**src/include/epw_defines.svh**
```systemverilog
// Offsets, field positions and reset values for the PWM output stage.
// Assumes an APB slave with 32-bit data and word-aligned registers.
`ifndef EPW_DEFINES_SVH
`define EPW_DEFINES_SVH

// ==========================================
// Register byte offsets
`define EPW_OFF_CTRL      12'h000
`define EPW_OFF_DUTY_LO   12'h004
`define EPW_OFF_DUTY_HI   12'h008
`define EPW_OFF_STEER     12'h00c
`define EPW_OFF_PERIOD    12'h010
`define EPW_OFF_FLAG      12'h014
`define EPW_OFF_ALTPIN0   12'h018
`define EPW_OFF_ALTPIN1   12'h01c
`define EPW_OFF_DRVEN     12'h020
`define EPW_OFF_STATUS    12'h024

// ==========================================
// Field positions
`define EPW_CFG_HI_BIT    7
`define EPW_CFG_LO_BIT    6
`define EPW_DLSB_HI_BIT   5
`define EPW_DLSB_LO_BIT   4
`define EPW_MODE_HI       3
`define EPW_MODE_LO       0
`define EPW_STEER_SYNC    4
`define EPW_PWM_MODE      2'h3

// ==========================================
// Reset values
`define EPW_RST_CTRL      8'h00
`define EPW_RST_STEER     8'h01
`define EPW_RST_PERIOD    8'hff
`define EPW_RST_ALTPIN    8'h00
`define EPW_RST_DUTY      8'h00
`define EPW_RST_DRVEN     4'h0

`endif

```
**src/include/epw_pkg.sv**
```systemverilog
// Types shared by the PWM output stage files.
// Assumes epw_defines.svh supplies the numeric constants.
package epw_pkg;

    // ==========================================
    // Register and pin carriers
    typedef struct packed {
        logic [7:0] ctrl;
        logic [7:0] duty_lo;
        logic [7:0] duty_hi;
        logic [7:0] steer;
        logic [7:0] steer_act;
        logic [7:0] period;
        logic [7:0] alt0;
        logic [7:0] alt1;
        logic [3:0] drv_en;
        logic       flag;
        logic       steer_pend;
        logic [1:0] periods_seen;
    } epw_regs_s;

    typedef struct packed {
        logic [3:0] level;
        logic [3:0] oe;
    } epw_pins_s;

    typedef struct packed {
        logic [7:0] count;
        logic [9:0] frac;
        logic       wave;
    } epw_tmr_s;

endpackage

```
**src/epw_timer.sv**
```systemverilog
// PWM output stage: register file, steering, polarity, driver enables and period timer.
// Assumes an APB master on mclk and external switches with pull resistors on the pins.
`timescale 1ns/1ps
`include "epw_defines.svh"

// ==========================================
// Period timer
module epw_timer (
    // Clock and reset
    input  wire logic       mclk,
    input  wire logic       arst_n,
    input  wire logic       clk_en,
    // Control
    input  wire logic       run,
    input  wire logic [7:0] period_value,
    input  wire logic [9:0] duty_value,
    // Results
    output logic            pwm_wave,
    output logic            period_start
);

    // ==========================================
    // State
    epw_pkg::epw_tmr_s q;
    epw_pkg::epw_tmr_s d;

    // ==========================================
    // Next state
    always_comb begin
        d            = q;
        period_start = 1'b0;
        if (!run) begin
            // Idle timer restarts from zero so the first period is whole
            d.count = 8'h00;
            d.frac  = duty_value;
            d.wave  = 1'b0;
        end else begin
            if (q.count == period_value) begin
                d.count      = 8'h00;
                // Duty only changes on a boundary, so no runt pulses
                d.frac       = duty_value;
                period_start = clk_en;
            end else begin
                d.count = 8'(q.count + 8'h01);
            end
            d.wave = ({q.count, 2'b00} < q.frac);
        end
    end

    // ==========================================
    // Registers
    always_ff @(posedge mclk or negedge arst_n) begin
        if (!arst_n) begin
            q.count <= 8'h00;
            q.frac  <= 10'h000;
            q.wave  <= 1'b0;
        end else if (clk_en) begin
            q <= d;
        end
    end

    assign pwm_wave = q.wave;

endmodule // epw_timer

// ==========================================
// Output stage top
module epw_top (
    // Clock and reset
    input  wire logic          mclk,
    input  wire logic          arst_n,
    input  wire logic          clk_en,
    // Register bus
    input  wire logic          psel,
    input  wire logic          penable,
    input  wire logic          pwrite,
    input  wire logic [11:0]   paddr,
    input  wire logic [31:0]   pwdata,
    output logic      [31:0]   prdata,
    output logic               pready,
    // Output pins
    output epw_pkg::epw_pins_s pin_out,
    output logic      [15:0]   pin_route
);

    // ==========================================
    // Declarations
    epw_pkg::epw_regs_s q;
    epw_pkg::epw_regs_s d;
    logic               wr_en;
    logic               steer_wr;
    logic               run;
    logic               period_start;
    logic               pwm_wave;
    logic [3:0]         pol_low;
    logic [9:0]         duty_value;

    // ==========================================
    // Functions
    function automatic logic hit(input logic [11:0] addr, input logic [11:0] off);
        return addr == off;
    endfunction

    // Bit 1 sets pair A/C, bit 0 sets pair B/D; pin order is D C B A
    function automatic logic [3:0] pair_levels(input logic [1:0] sel);
        return {sel[0], sel[1], sel[0], sel[1]};
    endfunction

    // ==========================================
    // Bus decode
    // Zero wait states: every access completes in its first access cycle
    assign pready     = 1'b1;
    assign wr_en      = psel && penable && pwrite && clk_en;
    assign steer_wr   = wr_en && hit(paddr, `EPW_OFF_STEER);
    assign run        = (q.ctrl[`EPW_MODE_HI -: 2] == `EPW_PWM_MODE);
    assign pol_low    = pair_levels(q.ctrl[`EPW_MODE_LO +: 2]);
    assign duty_value = {q.duty_lo, q.ctrl[`EPW_DLSB_HI_BIT -: 2]};

    // ==========================================
    // Next state
    always_comb begin
        d = q;
        // Software writes first, hardware events below override them, except that a steer write cancels the pending steer update
        if (wr_en) begin
            if (hit(paddr, `EPW_OFF_CTRL)) begin
                d.ctrl = pwdata[7:0];
            end
            if (hit(paddr, `EPW_OFF_DUTY_LO)) begin
                d.duty_lo = pwdata[7:0];
            end
            if (hit(paddr, `EPW_OFF_DUTY_HI)) begin
                d.duty_hi = pwdata[7:0];
            end
            if (hit(paddr, `EPW_OFF_PERIOD)) begin
                d.period = pwdata[7:0];
            end
            if (hit(paddr, `EPW_OFF_ALTPIN0)) begin
                d.alt0 = pwdata[7:0];
            end
            if (hit(paddr, `EPW_OFF_ALTPIN1)) begin
                d.alt1 = pwdata[7:0];
            end
            if (hit(paddr, `EPW_OFF_DRVEN)) begin
                d.drv_en = pwdata[3:0];
            end
            if (hit(paddr, `EPW_OFF_FLAG) && !pwdata[0]) begin
                d.flag = 1'b0;
            end
        end
        if (steer_wr) begin
            d.steer = pwdata[7:0];
            if (pwdata[`EPW_STEER_SYNC]) begin
                d.steer_pend = 1'b1;
            end else begin
                // Immediate path may cut a pulse short; that is the point
                d.steer_act  = pwdata[7:0];
                d.steer_pend = 1'b0;
            end
        end
        // Period boundary events
        if (period_start) begin
            d.duty_hi = q.duty_lo;
            // Set wins over a clear in the same cycle
            d.flag    = 1'b1;
            if (q.periods_seen != 2'h3) begin
                d.periods_seen = 2'(q.periods_seen + 2'h1);
            end
            if (q.steer_pend && !steer_wr) begin
                d.steer_act  = q.steer;
                d.steer_pend = 1'b0;
            end
        end
        if (!run) begin
            d.periods_seen = 2'h0;
        end
    end

    // ==========================================
    // Registers
    always_ff @(posedge mclk or negedge arst_n) begin
        if (!arst_n) begin
            q.ctrl         <= `EPW_RST_CTRL;
            q.duty_lo      <= `EPW_RST_DUTY;
            q.duty_hi      <= `EPW_RST_DUTY;
            q.steer        <= `EPW_RST_STEER;
            q.steer_act    <= `EPW_RST_STEER;
            q.period       <= `EPW_RST_PERIOD;
            q.alt0         <= `EPW_RST_ALTPIN;
            q.alt1         <= `EPW_RST_ALTPIN;
            q.drv_en       <= `EPW_RST_DRVEN;
            q.flag         <= 1'b0;
            q.steer_pend   <= 1'b0;
            q.periods_seen <= 2'h0;
        end else if (clk_en) begin
            q <= d;
        end
    end

    // ==========================================
    // Read mux
    always_comb begin
        prdata = 32'h0000_0000;
        if (psel && !pwrite) begin
            case (paddr)
                `EPW_OFF_CTRL: begin
                    prdata = {24'h00_0000, q.ctrl};
                end
                `EPW_OFF_DUTY_LO: begin
                    prdata = {24'h00_0000, q.duty_lo};
                end
                `EPW_OFF_DUTY_HI: begin
                    prdata = {24'h00_0000, q.duty_hi};
                end
                `EPW_OFF_STEER: begin
                    prdata = {24'h00_0000, q.steer};
                end
                `EPW_OFF_PERIOD: begin
                    prdata = {24'h00_0000, q.period};
                end
                `EPW_OFF_FLAG: begin
                    prdata = {31'h0000_0000, q.flag};
                end
                `EPW_OFF_ALTPIN0: begin
                    prdata = {24'h00_0000, q.alt0};
                end
                `EPW_OFF_ALTPIN1: begin
                    prdata = {24'h00_0000, q.alt1};
                end
                `EPW_OFF_DRVEN: begin
                    prdata = {28'h000_0000, q.drv_en};
                end
                `EPW_OFF_STATUS: begin
                    prdata = {25'h000_0000, q.steer_pend, q.periods_seen, q.steer_act[3:0]};
                end
                default: begin
                    prdata = 32'h0000_0000;
                end
            endcase
        end
    end

    // ==========================================
    // Pins
    // Levels are a gate of flops only; drivers stay off until software asks
    always_comb begin
        pin_out.oe    = q.drv_en;
        pin_out.level = (q.steer_act[3:0] & {4{pwm_wave}}) ^ pol_low;
    end

    assign pin_route = {q.alt1, q.alt0};

    // ==========================================
    // Period timer
    epw_timer epw_timer_i (
        .mclk         (mclk),
        .arst_n       (arst_n),
        .clk_en       (clk_en),
        .run          (run),
        .period_value (q.period),
        .duty_value   (duty_value),
        .pwm_wave     (pwm_wave),
        .period_start (period_start)
    );

endmodule // epw_top

```
**config.mk**
```make
export PLATFORM = sky130hd
export DESIGN_NAME = epw_top
export DESIGN_NICKNAME = d
export VERILOG_FILES = /design/src/include/epw_pkg.sv /design/src/epw_timer.sv
export VERILOG_INCLUDE_DIRS = /design/src /design/src/include
export SDC_FILE = /design/constraint.sdc
export NUM_CORES = 1
export LEC_CHECK = 0
export CELL_PAD_IN_SITES_DETAIL_PLACEMENT = 1
export CELL_PAD_IN_SITES_GLOBAL_PLACEMENT = 2
export CORE_MARGIN = 4
export CORE_UTILIZATION = 40
export CTS_CLUSTER_DIAMETER = 50
export DETAILED_ROUTE_END_ITERATION = 16
export DONT_BUFFER_PORTS = 1
export PLACE_DENSITY_LB_ADDON = 0.1
export SLEW_MARGIN = 0
export SYNTH_ARGS = -nofsm -noshare
export SYNTH_HDL_FRONTEND = slang
export SYNTH_SLANG_ARGS = --single-unit
```
**constraint.sdc**
```tcl
create_clock -name mclk -period 2.4 [get_ports mclk]
set_input_delay 0 -clock mclk [delete_from_list [all_inputs] [get_ports mclk]]
set_output_delay 0 -clock mclk [all_outputs]
set_load 0.01 [all_outputs]
```
### Word level (Yosys, flattened, before mapping)

Index checks and enable logic that the tools add are counted.

| cells by class | value |
|---|---|
| add/subtract/negate cells | 2 |
| order comparisons | 1 |
| mux-type cells | 22 |
| reductions and logical operators | 25 |
| equal/unequal tests | 15 |
| bitwise gates (word level) | 2 |

Operators by type and width:

| cell | number |
|---|---|
| one-hot mux 8 bit (10 select lines) | 1 |
| 2-to-1 mux 8 bit | 9 |
| == test 12 x 5 -> 1 bit (second input constant) | 4 |
| AND reduction 3 bit | 9 |
| == test 12 x 4 -> 1 bit (second input constant) | 2 |
| == test 12 x 6 -> 1 bit (second input constant) | 2 |
| 2-to-1 mux 19 bit | 1 |
| == test 12 x 3 -> 1 bit (second input constant) | 1 |
| zero test 12 bit | 1 |
| less-than comparator 10 bit | 1 |
| 2-to-1 mux 10 bit | 1 |
| adder 8 x 1 -> 8 bit (second input constant) | 1 |
| == test 8 bit | 1 |
| inequality test 2 bit (second input constant) | 4 |
| logical AND 1 bit | 7 |
| 2-to-1 mux 1 bit | 7 |
| nonzero test 2 bit | 3 |
| bitwise AND 4 bit | 1 |
| 2-to-1 mux 2 bit | 2 |
| 2-to-1 mux 4 bit | 1 |
| AND reduction 2 bit | 2 |
| XOR 4 bit | 1 |
| zero test 1 bit | 3 |
| adder 2 x 1 -> 2 bit (second input constant) | 1 |
| == test 2 bit (second input constant) | 1 |

| word-level totals | value |
|---|---|
| bits in registers | 91 |
| output and inout bits | 57 |

### Depth between registers and ports, before layout

| logic depth | value |
|---|---|
| depth after elaboration | 9 |
| depth in mapped cells | 8 |
| mapped depth without buffers | 7 |

### Hierarchy

A second synthesis with hierarchy kept.

| unflattened totals | value |
|---|---|
| cell total of the unflattened synthesis | 477 |
| area, all modules | 5170.0 um2 |

Modules (own cells, without submodules):

| module | cells an instance | seq. area each (um2) | area an instance (um2) | times used |
|---|---|---|---|---|
| epw_top | 372 | 1714.1 | 4053.9 | 1 |
| epw_timer | 105 | 475.5 | 1116.1 | 1 |

### Least setup slack after synthesis

OpenSTA, ideal clock, no wires.

| timing | value |
|---|---|
| kind | register to register |
| start point | register q[26] in the netlist's numbering |
| end point | register epw_timer_i.q[10] in the netlist's numbering |
| clock period less this slack | 2.048 ns |
| data arrival time | 1.923 ns |
| buffers on the path | 2 |
| setup slack | 0.352 ns |
| cell stages (with the launch flop) | 8 |
| cell sequence | dfstp_2 xnor2_1 nand4_1 nor2_1 o21a_1 clkbuf_1 buf_2 mux2_2 |

| between the ends | value |
|---|---|
| word-level cells in the longest chain between the ends | 3 |

RTL lines:

| what | RTL line | source |
|---|---|---|
| start: declaration | epw_timer.sv:88 | `epw_pkg::epw_regs_s q;` |
| == test 8 bit | epw_timer.sv:38 | `if (q.count == period_value) begin` |
| inequality test 2 bit (no source line) | n/a |  |
| AND reduction 2 bit (no source line) | n/a |  |
| end: declaration | epw_timer.sv:24 | `epw_pkg::epw_tmr_s q;` |

No other way between the ends.
A chain may end at the register's enable or synchronous reset.

### Worst setup path after layout

| timing | value |
|---|---|
| start point | register q[31] in the netlist's numbering |
| end point | register q[35] in the netlist's numbering |

| between the ends | value |
|---|---|
| word-level cells in the longest chain between the ends | 4 |

RTL lines:

| what | RTL line | source |
|---|---|---|
| == test 8 bit | epw_timer.sv:38 |  |
| 2-to-1 mux 1 bit | epw_timer.sv:38 |  |
| 2-to-1 mux 1 bit | epw_timer.sv:32 | `if (!run) begin` |
| 2-to-1 mux 8 bit | epw_timer.sv:161 | `if (period_start) begin` |

No other way between the ends.

==> reports/qor.yml <==
crit_path_start_kind: "flip-flop"
dr.first_iter.drc_count: 221
dp_cells: 630
min_period_ns: 2.113
drtPass1Iterations: 4
die_h_um: 121.0
min_path_type: "in2reg"
yosysMostFrequentCell: "dfrtp_1"
clk_pin_slew_ns: 0.07
finalCritPeriodShare_pct: 88.05
maxSlewViolCount: 0
fp.dieW_um: 121.0
rows: 41
async_flop_share_pct: 100.0
worstMarginPinSlew_ns: 1.151
p_clk_share_pct: 45.2
cts_buffers: 9
met1_usage_pct: 29.48
vdd_drop_max_v: 0.0002482
grt_pass1_vias: 3829
viasPerCell: 5.576
num_antenna_cells: 0
syn_inst: 485
synth.area.top_cells: "dfrtp_1 (38%), mux2_2 (13%), buf_4 (6.6%), dfstp_2 (5.1%), mux2i_1 (4.3%)"
ant_nets: 0
switchingPower_uw: 735.4
ff2ff_setup_slack_ns: 0.29
yosysTopAreaCell: "dfrtp_1"
drive_above_1_share_pct: 24.07
cts_root_buf: "clkbuf_16"
ys_types: 59
critPathKind: "reg2reg"
pwr-share-seq_pct: 49.6
cts_buffer_depth: 2
grt_most_used_layer: "met2"
intPower_uw: 2222
dp_hpwl_mm: 10.94
synth_mux_area_share_pct: 17.97
grt_use_total_pct: 21.38
cp_max_fo: 6
setup_viol: 0
setup_tns_ns: 0
cts_tree: "done"
r2r_start: "q[31]$_DFFE_PN1P_"
max_freq_mhz: 473.2
drcViolationCount: 0
synth_ff_type: "dfrtp_1"
antenna_found_initial: 0
vias: 3669
use_met3_pct: 3.776
finalWeightedCongestion: 0.8339
io_buffers: 0
grt_max_degree: 88
synth_xor_area_share_pct: 3.084
status: "finished clean"
grt_pass1_wl_mm: 23.22
yosys_warnings: 0
synth_top_family_by_area: "multiplexers"
ys_seq_elements: 87
p_leak_uw: 0.002454
wl_mm: 15.09
hold_start: "paddr[3]"
synth_area_um2: 5111
cts.sinks: 87
die-area_um2: 14650
yosysSeqAreaShare_pct: 42.84
cap_viol_max_count: 0
syn_area_per_cell_um2: 10.54
core_area_um2: 12570
rsz0062_at_grt: "false"
powerDensity_nw_per_um2: 535.8
nNetsFinal: 541
detail_route.wl_per_cell_um: 22.94
grt_util_met2_pct: 33.83
combPwrFrac_pct: 5.2
synth_fa_ha_area_share_pct: 2.448
h-tree-depth: 3
crit_required_ns: 2.63
setup.worst_path.end_class: "flip-flop"
start_util_pct: 40.67
synth_compound_area_share_pct: 9.009
hold_violations: 0
fin_cells: 658
skew_ns: 0.006812
cp_data_arrival_time_ns: 2.34
clk_latency_ns: 0.35
startpoint: "q[31]$_DFFE_PN1P_"
boundaryPins: 107
synth_top_area_share_pct: 37.70
overflow: 0
p_sw_share_pct: 24.87
synth_edf_count: 0
area_delta_synth_final_pct: 8.005
max_slew_margin_pct: 22.08
synthTopCellsByCount: "dfrtp_1 (77), mux2_2 (60), nand2_1 (58)"
synth-simple-area-share_pct: 14.86
cts_setup_buffers: 0
==> kinds of logic after synthesis <==
| group | after synthesis |
|---|---|
| compound gates | 68 |
| xor+xnor | 18 |
| fa+ha+maj | 10 |
| buf+inv | 81 |
| flops | 87 |
| mux | 83 |
| other cells | 2 |
| simple gates | 136 |
==> power by group through the flow <==
stage	Sequential (uW)	Clock, uW	Combinational, uW
floorplan	1500	0	117
global placement	1500	0	77.1
detailed placement	1500	0	77.6
CTS	1470	1370	155
global route	1470	1440	168
finish	1470	1340	153
==> flip-flops by register name, summed over array words and instances, names as in the netlist <==
| name | cells |
|---|---|
| duty_value | 10 |
| epw_timer_i.pwm_wave | 1 |
| epw_timer_i.q | 18 |
| pin_out | 4 |
| pin_route | 16 |
| pol_low | 2 |
| q | 36 |
==> layer usage <==
metal  part of all wire [%]  up-vias
met1                     45     1891
met5                      0        -
met4                    1.8        0
met3                    6.5       18
li1                       -     1649
met2                     47      111
==> timing repair <==
action	4_1_cts	5_1_grt
hold endpoints to repair	159	0
hold buffers	12	0
resized for setup	0	0
==> area by class of cell <==
class / count / area [um^2]
inverter: 17 / 63.81
sequential: 87 / 2190
tap: 172 / 215.2
fill: 1404 / 7048
clock inverter: 6 / 47.55
clock buffer: 10 / 229.0
multi-input combinational: 340 / 2520
timing repair buffer: 26 / 255.2
==> final timing paths <==
kind                                       endpoint  cells after the start
max in group asynchronous         q[28]$_DFFE_PN1P_                      2
hold / removal                     q[3]$_DFFE_PN0P_                      3
setup / recovery                  q[35]$_DFFE_PN0P_                      7
min in group asynchronous  pin_route[1]$_DFFE_PN0P_                      2
hold reg to reg                   q[45]$_DFFE_PN0P_                      2
setup reg to reg                  q[35]$_DFFE_PN0P_                      7
==> through the flow <==
stage / util, % / power [uW] / cell area, um^2 / hold slack, ns / setup WS (ns)
after floorplan: - / 1613 / 5197 / -0.2956 / 0.3521
after global placement: 40.63 / 1573 / 5106 / -0.2935 / 0.3509
after detailed placement: 40.63 / 1573 / 5106 / -0.2932 / 0.3492
after CTS: 43.92 / 2997 / 5520 / 0.01019 / 0.3198
after global routing: 43.92 / 3079 / 5520 / 0.04942 / 0.1687
final: 43.92 / 2958 / 5520 / 0.02040 / 0.2869
==> critical path: stages (launching register included) <==
cell and delay (ns):
dfstp_2 0.56, xnor2_1 0.14, nand4_1 0.17, buf_4 0.19, nor3_2 0.32, buf_4 0.22, a311oi_1 0.09, a221o_1 0.29
==> layout by cell type (no fill, tap or decap), drive strengths merged, types with 2 or more instances in the layout <==
cell type	instances
buf	15
nor4	7
dlygate4sd3	11
mux2i	22
clkbuf	10
o32a	2
nand2	59
ha	10
a21o	3
a32oi	2
or2	2
nand3b	3
nand3	11
nor3	11
a22oi	5
and3	3
nand4	9
a31oi	6
o21ai	17
inv	18
dfstp	10
nor4b	2
dfrtp	77
a311oi	5
xnor2	12
a221o	5
clkinv	2
nor2	22
conb	25
a21oi	14
xor2	6
mux2	60
clkinvlp	3
No activity file was read; power rests on OpenSTA's default activity.
